## src/hw/gate_seq_consts.vh

```
`ifndef GATE_SEQ_CONSTS_VH
`define GATE_SEQ_CONSTS_VH
// register byte offsets
`define OFF_REGULAR_TIMING 12'h000
`define OFF_SAFE_TIMING 12'h004
`define OFF_CONTROL 12'h008
`define OFF_CONFIG 12'h00c
`define OFF_CONFIG_TWO 12'h010
`define OFF_CLAMP_TIMING 12'h014
`define OFF_STATUS 12'h018
// reset values
`define RST_DELAY 8'h00
`define RST_LEVEL 4'h0
`define RST_CLAMP 8'h01
// field positions
`define LEVEL_LSB 8
`define CFG_COMP_OFF 0
`define CFG_SUPP_EN 1
`define CFG2_COMP_ON 0
`define CFG2_CLAMP_MODE 1
`define CFG2_ON_LSB 8
// special field values
`define DELAY_OFF 8'h00
`define CLAMP_ALWAYS_HIGH 8'h00
`define CLAMP_ALWAYS_LOW 8'hff
// extra start-stop cycles for short pulses
`define SS_EXTRA 8'h02
`endif

```

## src/hw/gate_switching_sequencer.v

```verilog
`timescale 1ns/10ps
`include "gate_seq_consts.vh"

// Function
// - regular off delay from its field; zero disables regular two-level off
// - safe turn-off delay from safe field; zero disables safe two-level off
// - two-level off ramps to plateau, holds for delay, then hard commutation
// - safe sequences timed on main clock, regular on start-stop clock
// - regular delay delays pwm; short pulses stretched to delay width
// - off compensation bit lowers off plateau target by one junction drop
// - two-level on active with non-zero delay; plateau, hold, full voltage
// - on plateau level updatable while running; suitable value gives hard on
// - two-level on does not delay pwm; short pulses stretched to delay
// - on compensation bit raises on plateau target by one junction drop
// - two-level on and two-level off work together in one cycle
// - suppressor needs regular delay above 2; samples pwm each tick, aborts
// - after abort, new valid on command starts fresh turn-on
// - suppressor filters only turn-on pulses, never turn-off
// - valid turn-on waits regular delay then drives on, releases off
// - on plateau lasts the on delay field in start-stop ticks, the first one partial
// - safe set only for saturation or overcurrent faults, else regular
// - turn-off deasserts clamp disable, then ramps outputs at fixed slope
// - turn-off runs to completion with delays captured at its start
// - clamp disable stays low for clamp time after hard commutation
// - safe-only clamp mode deasserts only in safe off, time plus plateau
// - clamp time zero holds output high; all ones holds it low
// - gate monitor timeout restarted at every turn-on and turn-off
module gate_switching_sequencer #(
   parameter DW = 8,
   parameter LW = 4
) (
   input wire pclk,
   input wire presetn,
   input wire clk_en,
   input wire psel,
   input wire penable,
   input wire pwrite,
   input wire [11:0] paddr,
   input wire [31:0] pwdata,
   output wire [31:0] prdata,
   output wire pready,
   output wire pslverr,
   input wire pwm_command_pin,
   input wire main_secondary_clock,
   input wire start_stop_clock,
   input wire collector_saturation_fault,
   input wire overcurrent_trip,
   input wire other_off_request,
   input wire plateau_reached,
   output reg gate_on_drive,
   output reg gate_off_drive,
   output reg slow_slope,
   output reg on_plateau,
   output reg off_plateau,
   output reg [LW-1:0] plateau_level,
   output reg junction_comp,
   output reg clamp_disable_out,
   output reg monitor_restart
);

////////////////////////////////////////////////////////////////////////////
// sequence states; the off states keep their captured parameters
localparam S_OFF = 3'd0;
localparam S_ON_WAIT = 3'd1;
localparam S_ON_PLAT = 3'd2;
localparam S_ON = 3'd3;
localparam S_OFF_RAMP = 3'd4;
localparam S_OFF_HOLD = 3'd5;
localparam S_OFF_DONE = 3'd6;

reg [DW-1:0] regular_off_delay;
reg [DW-1:0] safe_off_delay;
reg [LW-1:0] regular_off_plateau_level;
reg [LW-1:0] safe_off_plateau_level;
reg [LW-1:0] on_plateau_level;
reg [DW-1:0] on_plateau_delay;
reg [DW-1:0] clamp_hold_time;
reg comp_off;
reg comp_on;
reg suppressor_enable;
reg clamp_safe_only_mode;

reg [2:0] state_reg;
reg [DW+1:0] cnt_reg;
reg [DW-1:0] cap_delay_reg;
reg cap_safe_reg;
reg [DW:0] clamp_cnt_reg;
reg clamping_reg;
reg ss_d_reg;
reg main_d_reg;
reg [31:0] rdata_reg;

wire ss_tick = start_stop_clock & ~ss_d_reg;
wire main_tick = main_secondary_clock & ~main_d_reg;
// only the two fault inputs pick the safe parameter set
wire fault_off = collector_saturation_fault | overcurrent_trip;
wire off_cmd = ~pwm_command_pin | other_off_request | fault_off;
wire wr = psel & penable & pwrite;
wire seq_tick = cap_safe_reg ? main_tick : ss_tick;
wire on_phase = state_reg == S_ON_PLAT || state_reg == S_ON;

// saturating level offset by one step (one junction drop)
function [LW-1:0] adj;
   input [LW-1:0] lvl;
   input up;
   input en;
   begin
      if (!en)
         adj = lvl;
      else if (up)
         adj = (&lvl) ? lvl : lvl + {{(LW-1){1'b0}}, 1'b1};
      else
         adj = (lvl == {LW{1'b0}}) ? lvl : lvl - {{(LW-1){1'b0}}, 1'b1};
   end
endfunction

// true on the lim-th tick counted; the first tick may end a partial cycle
function last_tick;
   input [DW-1:0] cnt;
   input [DW-1:0] lim;
   begin
      last_tick = (cnt + {{(DW-1){1'b0}}, 1'b1}) >= lim;
   end
endfunction

////////////////////////////////////////////////////////////////////////////
// apb slave: zero wait states, unmapped offsets read zero and error
wire mapped = (paddr == `OFF_REGULAR_TIMING) || (paddr == `OFF_SAFE_TIMING)
   || (paddr == `OFF_CONTROL) || (paddr == `OFF_CONFIG)
   || (paddr == `OFF_CONFIG_TWO) || (paddr == `OFF_CLAMP_TIMING)
   || (paddr == `OFF_STATUS);
assign pready = 1'b1;
assign pslverr = psel & penable & ~mapped;
// read data is latched in the setup cycle and stands through the access
assign prdata = rdata_reg;

always @(posedge pclk or negedge presetn) begin
   if (!presetn) begin
      regular_off_delay <= `RST_DELAY;
      safe_off_delay <= `RST_DELAY;
      regular_off_plateau_level <= `RST_LEVEL;
      safe_off_plateau_level <= `RST_LEVEL;
      on_plateau_level <= `RST_LEVEL;
      on_plateau_delay <= `RST_DELAY;
      clamp_hold_time <= `RST_CLAMP;
      comp_off <= 1'b0;
      comp_on <= 1'b0;
      suppressor_enable <= 1'b0;
      clamp_safe_only_mode <= 1'b0;
   end else if (clk_en && wr) begin
      case (paddr)
         `OFF_REGULAR_TIMING: regular_off_delay <= pwdata[DW-1:0];
         `OFF_SAFE_TIMING: begin
            safe_off_delay <= pwdata[DW-1:0];
            safe_off_plateau_level <= pwdata[`LEVEL_LSB+LW-1:`LEVEL_LSB];
         end
         `OFF_CONTROL: begin
            regular_off_plateau_level <= pwdata[LW-1:0];
            on_plateau_level <= pwdata[`LEVEL_LSB+LW-1:`LEVEL_LSB];
         end
         `OFF_CONFIG: begin
            comp_off <= pwdata[`CFG_COMP_OFF];
            suppressor_enable <= pwdata[`CFG_SUPP_EN];
         end
         `OFF_CONFIG_TWO: begin
            comp_on <= pwdata[`CFG2_COMP_ON];
            clamp_safe_only_mode <= pwdata[`CFG2_CLAMP_MODE];
            on_plateau_delay <= pwdata[`CFG2_ON_LSB+DW-1:`CFG2_ON_LSB];
         end
         `OFF_CLAMP_TIMING: clamp_hold_time <= pwdata[DW-1:0];
         default: ;
      endcase
   end
end

always @(posedge pclk or negedge presetn) begin
   if (!presetn)
      rdata_reg <= 32'h0;
   else if (clk_en && psel && !penable && !pwrite) begin
      case (paddr)
         `OFF_REGULAR_TIMING: rdata_reg <= {{(32-DW){1'b0}},
            regular_off_delay};
         `OFF_SAFE_TIMING: rdata_reg <= {{(24-LW){1'b0}},
            safe_off_plateau_level, safe_off_delay};
         `OFF_CONTROL: rdata_reg <= {{(24-LW){1'b0}}, on_plateau_level,
            {(8-LW){1'b0}}, regular_off_plateau_level};
         `OFF_CONFIG: rdata_reg <= {30'h0, suppressor_enable, comp_off};
         `OFF_CONFIG_TWO: rdata_reg <= {{(24-DW){1'b0}}, on_plateau_delay,
            6'h0, clamp_safe_only_mode, comp_on};
         `OFF_CLAMP_TIMING: rdata_reg <= {{(32-DW){1'b0}}, clamp_hold_time};
         `OFF_STATUS: rdata_reg <= {24'h0, clamp_disable_out, cap_safe_reg,
            gate_on_drive, gate_off_drive, 1'b0, state_reg};
         default: rdata_reg <= 32'h0;
      endcase
   end
end

////////////////////////////////////////////////////////////////////////////
// oscillators are sampled inputs; one tick per rising edge
// they are taken as synchronous to pclk, so no synchroniser is fitted
always @(posedge pclk or negedge presetn) begin
   if (!presetn) begin
      ss_d_reg <= 1'b0;
      main_d_reg <= 1'b0;
   end else if (clk_en) begin
      ss_d_reg <= start_stop_clock;
      main_d_reg <= main_secondary_clock;
   end
end

////////////////////////////////////////////////////////////////////////////
// switching sequence
always @(posedge pclk or negedge presetn) begin
   if (!presetn) begin
      state_reg <= S_OFF;
      cnt_reg <= {(DW+2){1'b0}};
      cap_delay_reg <= `RST_DELAY;
      cap_safe_reg <= 1'b0;
      monitor_restart <= 1'b0;
      clamping_reg <= 1'b0;
   end else if (clk_en) begin
      monitor_restart <= 1'b0;
      case (state_reg)
         S_OFF: begin
            cap_safe_reg <= 1'b0;
            // fresh on command after any abort starts anew
            if (!off_cmd) begin
               state_reg <= S_ON_WAIT;
               cnt_reg <= {(DW+2){1'b0}};
            end
         end
         S_ON_WAIT: begin
            // only turn-on is filtered; faults still win
            if (fault_off || other_off_request) begin
               state_reg <= S_OFF;
            end else if (suppressor_enable && ss_tick
                  && !pwm_command_pin) begin
               state_reg <= S_OFF;
            end else if (!suppressor_enable && regular_off_delay == 
                  `DELAY_OFF) begin
               state_reg <= S_ON_PLAT;
               cnt_reg <= {(DW+2){1'b0}};
               monitor_restart <= 1'b1;
            end else if (ss_tick) begin
               if (last_tick(cnt_reg[DW-1:0], regular_off_delay)) begin
                  state_reg <= S_ON_PLAT;
                  cnt_reg <= {(DW+2){1'b0}};
                  monitor_restart <= 1'b1;
               end else
                  cnt_reg <= cnt_reg + 1'b1;
            end
         end
         S_ON_PLAT: begin
            // plateau counted from plateau entry on start-stop ticks,
            // pwm not re-sampled so short pulses stretch
            if (fault_off) begin
               state_reg <= S_OFF_RAMP;
               cap_safe_reg <= 1'b1;
               cap_delay_reg <= safe_off_delay;
               monitor_restart <= 1'b1;
            end else if (on_plateau_delay == `DELAY_OFF)
               state_reg <= S_ON;
            else if (ss_tick) begin
               if (last_tick(cnt_reg[DW-1:0], on_plateau_delay))
                  state_reg <= S_ON;
               else
                  cnt_reg <= cnt_reg + 1'b1;
            end
         end
         S_ON: begin
            if (off_cmd) begin
               state_reg <= S_OFF_RAMP;
               cnt_reg <= {(DW+2){1'b0}};
               monitor_restart <= 1'b1;
               cap_safe_reg <= fault_off;
               // delay and safe/regular set choice frozen for the whole off sequence
               cap_delay_reg <= fault_off ? safe_off_delay
                  : regular_off_delay;
            end
         end
         S_OFF_RAMP: begin
            if (cap_delay_reg == `DELAY_OFF)
               state_reg <= S_OFF_DONE;
            else if (plateau_reached) begin
               state_reg <= S_OFF_HOLD;
               cnt_reg <= {(DW+2){1'b0}};
            end
         end
         S_OFF_HOLD: begin
            if (seq_tick) begin
               if (last_tick(cnt_reg[DW-1:0], cap_delay_reg)) begin
                  state_reg <= S_OFF_DONE;
                  // the extra start-stop count below starts from zero
                  cnt_reg <= {(DW+2){1'b0}};
               end else
                  cnt_reg <= cnt_reg + 1'b1;
            end
         end
         S_OFF_DONE: begin
            // regular off: extra start-stop cycles bound the min pulse
            if (cap_safe_reg || cap_delay_reg == `DELAY_OFF)
               state_reg <= S_OFF;
            else if (ss_tick) begin
               if (last_tick(cnt_reg[DW-1:0], `SS_EXTRA))
                  state_reg <= S_OFF;
               else
                  cnt_reg <= cnt_reg + 1'b1;
            end
         end
         default: state_reg <= S_OFF;
      endcase
   end
end

////////////////////////////////////////////////////////////////////////////
// clamp disable timing on seq_tick, which falls back to start-stop ticks once S_OFF clears cap_safe_reg
always @(posedge pclk or negedge presetn) begin
   if (!presetn) begin
      clamp_cnt_reg <= {(DW+1){1'b0}};
      clamp_disable_out <= 1'b1;
   end else if (clk_en) begin
      if (clamp_hold_time == `CLAMP_ALWAYS_HIGH)
         clamp_disable_out <= 1'b1;
      else if (clamp_hold_time == `CLAMP_ALWAYS_LOW)
         clamp_disable_out <= 1'b0;
      // a fault on the on plateau is a turn-off too and arms the clamp
      else if (((state_reg == S_ON && off_cmd)
            || (state_reg == S_ON_PLAT && fault_off))
            && (!clamp_safe_only_mode || fault_off)) begin
         clamp_disable_out <= 1'b0;
         clamp_cnt_reg <= {(DW+1){1'b0}};
      end else if (!clamp_disable_out && state_reg != S_OFF_RAMP
            && state_reg != S_OFF_HOLD && seq_tick) begin
         // runs from hard commutation on
         if (last_tick(clamp_cnt_reg[DW-1:0], clamp_hold_time))
            clamp_disable_out <= 1'b1;
         else
            clamp_cnt_reg <= clamp_cnt_reg + 1'b1;
      end
   end
end

////////////////////////////////////////////////////////////////////////////
// output stage commands
always @(posedge pclk or negedge presetn) begin
   if (!presetn) begin
      gate_on_drive <= 1'b0;
      gate_off_drive <= 1'b1;
      slow_slope <= 1'b0;
      on_plateau <= 1'b0;
      off_plateau <= 1'b0;
      plateau_level <= {LW{1'b0}};
      junction_comp <= 1'b0;
   end else if (clk_en) begin
      gate_on_drive <= on_phase;
      gate_off_drive <= !on_phase;
      slow_slope <= state_reg == S_OFF_RAMP;
      // with a zero on delay the plateau state lasts one cycle; hide it
      on_plateau <= state_reg == S_ON_PLAT
         && on_plateau_delay != `DELAY_OFF;
      off_plateau <= state_reg == S_OFF_RAMP || state_reg == S_OFF_HOLD;
      if (state_reg == S_ON_PLAT) begin
         plateau_level <= adj(on_plateau_level, 1'b1, comp_on);
         junction_comp <= comp_on;
      end else begin
         plateau_level <= adj(cap_safe_reg ? safe_off_plateau_level
            : regular_off_plateau_level, 1'b0, comp_off);
         junction_comp <= comp_off;
      end
   end
end

endmodule

```

## config.mk

```make
export PLATFORM = sky130hd
export DESIGN_NAME = gate_switching_sequencer
export DESIGN_NICKNAME = d
export VERILOG_FILES = /design/src/hw/gate_switching_sequencer.v
export VERILOG_INCLUDE_DIRS = /design/src /design/src/hw
export SDC_FILE = /design/constraint.sdc
export NUM_CORES = 1
export LEC_CHECK = 0
export ABC_CLOCK_PERIOD_IN_PS = 3100
export BUFFER_PORTS_ARGS = -buffer_cell sky130_fd_sc_hd__clkbuf_2
export CAP_MARGIN = 10
export CORE_UTILIZATION = 42
export CTS_CLUSTER_DIAMETER = 60
export DETAILED_ROUTE_END_ITERATION = 16
export GPL_TIMING_DRIVEN = 0
export SLEW_MARGIN = 40
export SYNTH_ARGS = -nofsm -noshare
export SYNTH_HDL_FRONTEND = slang
export SYNTH_SLANG_ARGS = --single-unit
```

## constraint.sdc

```tcl
create_clock -name pclk -period 3.1 [get_ports pclk]
set_input_delay 0.775 -clock pclk [delete_from_list [all_inputs] [get_ports pclk]]
set_output_delay 0.775 -clock pclk [all_outputs]
set_load 0.02 [all_outputs]
```

==> reports/results.txt <==
status -> finished, final reports clean
Mapped Cells -> 709
largest family of logic cells by synthesized area -> simple AND/OR/NAND/NOR gates
Core Util, Final -> 0.516
DR vias/cell -> 5.62
adder-cell area share of the yosys netlist -> 0.0745
DP Worst Slack -> -0.593 ns
clock share of power -> 0.291
RSZ-0062 raised after global routing -> yes
die footprint -> 16100 µm²
commonest non-fill, non-tap cell in the layout -> dfrtp_1
Detail Route Antenna Nets -> 0
first drt pass iteration count -> 5
Vias -> 5678
die height -> 127 µm
net switching component of the power -> 1.49 mW
CP endpoint kind -> flip-flop
Cell Area, Synth -> 6550 µm²
Compound-Gate Fraction of Synth Area -> 0.173
CP Data Required Time -> 3.40 ns
max FFs per register -> 16
Congestion Overflow GR -> 0
Area Overhead vs Synth -> 19.7%
EDFF count, synth -> 0
post-synthesis async set-or-reset flop share -> 1.00
H-tree depth -> 3
GRT met2 Usage -> 0.399
Initial DRC Count -> 364
Sw Share -> 0.355
number of port buffers -> 66
clk slew on worst S/H paths -> 0.08 ns
slew margin rel. -> 0.457
XOR/XNOR share of the synthesized area -> 0.0147
Rows -> 45
number of fill cells in the layout -> 1419
final hold vios -> 0
commonest cells after routing, fill and taps aside -> 96 x dfrtp_1, 93 x nand2_1, 65 x clkbuf_2
ratio of cells with drive above 1 in the final layout -> 0.253
Multi-input gate area -> 3770 µm²
Most Frequent Cell on Critical Path -> buf_4
Total GRT Usage -> 0.232
final instance area -> 7850 µm²
crit path cell chain -> buf_4 > nand2_1 > nor2_4 > nand3_2 > xnor2_4 > ha_1 > and3_1 > a211oi_2 > o211ai_1 > buf_4 > a31oi_4 > buf_4 > o311ai_1 > o21ai_1
Die X -> 127 µm
syn avg cell area -> 9.24 µm²
R2R Setup Slk -> 0.03 ns
Max stage delay on crit path -> 0.41 ns
busiest grt layer -> met2
minimum clock period -> 3.07 ns
Fmax -> 326 MHz
worst reg2reg path depth -> 14
commonest register cell after synthesis -> dfrtp_1
number of global-route vias before repair -> 5539
Slowest cell on crit path -> dfrtp_2
#FFs+latches synth -> 106
Boundary Pins -> 103
Worst Slack Setup Final -> 0.0323 ns
Pint -> 2.71 mW
Hold Path Class -> input pin to async pin
M3 GR Usage -> 0.0375
CTS root buf -> clkbuf_16
first-pass GRT wire length -> 28700 µm
MaxCap Viol Count -> 0
worst vdd ir -> 0.364 mV
Syn. warnings -> 0
worst skew pair latency -> 0.37 ns
DP Wirelength -> 13800 µm
Fin Clk Skew -> 0.00803 ns
Worst Tran Pin Value -> 0.809 ns
clock sinks -> 106
Synth cell types -> 79
Critical Path AT -> 3.36 ns
Setup Viol. Count Final -> 0
post-synthesis sequential area ratio -> 0.405
Post-Synth Simple-Gate Area -> 0.195
critical-path maximum fanout -> 5
clk buf depth -> 2
power density cells -> 536 nW/µm²
Final Max Slew Viols -> 0
Reg-to-Reg End -> cnt_reg[6]
Final nets -> 913
final WL -> 18100 µm
DP Area -> 7220 µm²
post-synthesis mux area share -> 0.0804
share of power burned in combinational logic -> 0.328
diode count -> 0
Sequential Power Share -> 0.381
Placer Congestion -> 0.913
LEAKAGE -> 3.70 nW
Starting Density -> 0.431
core region area -> 15200 µm²
CTS buffer count -> 9
CP Launch Type -> flip-flop
Crit Path Category -> flip-flop to flip-flop
DRC -> 0
pin count of the biggest net entering global routing -> 58
Reg area -> 2670 µm²
CTS tree -> done
Worst R2R Start -> cnt_reg[1]
Final period util -> 0.990
antenna violations before repair -> 0
GR Layer Usage met1 -> 0.294
WL/cell -> 18.0 µm
==> power by group through the flow <==
stage,clock (mW),sequential [mW],combinational [mW]
finish,1.22,1.60,1.38
global placement,0,1.63,1.19
CTS,1.25,1.60,1.33
global route,1.29,1.62,1.53
floorplan,0,1.66,0.826
detailed placement,0,1.63,1.24
==> synth_stat cells (all sizes together) (3+ instances only) <==
library cell	count	area (µm²)
buf	19	136
mux2	37	417
a211oi	5	37.5
o211ai	6	45.0
nor4	11	90.1
clkbuf	20	75.1
inv	42	158
nand2	94	353
nor3b	4	30.0
dfstp	3	78.8
xnor2	5	43.8
a2111oi	3	32.5
a22o	6	52.6
a222oi	5	50.1
a21oi	28	140
o21a	3	22.5
mux2i	11	110
a31oi	8	65.1
nor2b	9	58.8
nand2b	15	93.8
nor3	20	115
nor2	44	168
a21o	7	52.6
and3	3	18.8
or2	6	37.5
dfrtp	103	2580
nand4	9	56.3
nand3	17	85.1
or4	4	33.8
a221oi	6	52.6
xor2	6	52.6
ha	39	488
o21ai	64	320
o31ai	11	96.3
or3	6	38.8
==> critical path: cells and delay by family, from the launching register on <==
kind / cells / cell delay (ns)
compound gates: 5 / 0.96
flops: 1 / 0.41
fa+ha+maj: 1 / 0.27
buf+inv: 3 / 0.50
simple gates: 4 / 0.65
xor+xnor: 1 / 0.22
==> stage by stage <==
| step | hold slack [ns] | cells | setup TNS [ns] | power, mW |
|---|---|---|---|---|
| 2_1_floorplan | 0.459 | 724 | 0 | 2.48 |
| 3_3_place_gp | 0.465 | 978 | -30.29 | 2.82 |
| 3_5_place_dp | 0.469 | 979 | -10.88 | 2.87 |
| 4_1_cts | 0.372 | 1002 | 0 | 4.18 |
| 5_1_grt | 0.397 | 1010 | -0.725 | 4.44 |
| 6_report | 0.367 | 1010 | 0 | 4.21 |
==> area by class of cell <==
cell class,instances,area share
Multi-Input combinational cell,537,0.481
Sequential cell,106,0.340
Timing Repair Buffer,83,0.0620
Tap cell,188,0.0300
Clock buffer,9,0.0287
Buffer,38,0.0274
Inverter,42,0.0201
Clock inverter,7,0.0112
==> how the worst max path moves through the flow <==
stage,start,end,slack (ns),cells past startpoint
6_report,cnt_reg[1],cnt_reg[6],0.03,14
5_1_grt,cnt_reg[1],cnt_reg[2],-0.10,14
4_1_cts,cnt_reg[0],cnt_reg[2],0.002,14
3_5_place_dp,cnt_reg[0],cnt_reg[6],-0.59,11
3_3_place_gp,cnt_reg[0],cnt_reg[6],-0.51,13
2_1_floorplan,cnt_reg[0],cnt_reg[6],0.01,13
==> repair_timing <==
item                                    4_1_cts  5_1_grt
endpoints found under the setup margin       11       23
cloned                                        0        0
hold buffers                                  0        0
pin swaps                                     6        8
gates resized for setup                      19       21
buffers inserted                              8        8
==> cells by family (layout without fill, tap and decap cells) <==
group / Yosys count / after routing
AND/OR/NAND/NOR: 252 / 252
AO/OA/AOI/OAI: 170 / 170
flip-flops: 106 / 106
buffers and inverters: 81 / 179
multiplexers: 48 / 48
adder cells (fa/ha/maj): 39 / 39
XOR/XNOR: 11 / 11
other: 2 / 17
==> layer usage <==
layer | wire (µm) | part of all wire | up-vias
li1 | - | - | 2746
met4 | 429 | 0.024 | 0
met3 | 691 | 0.038 | 27
met5 | 0 | 0 | -
met1 | 8170 | 0.45 | 2769
met2 | 8850 | 0.49 | 136
(Power assumes the default switching activity.)
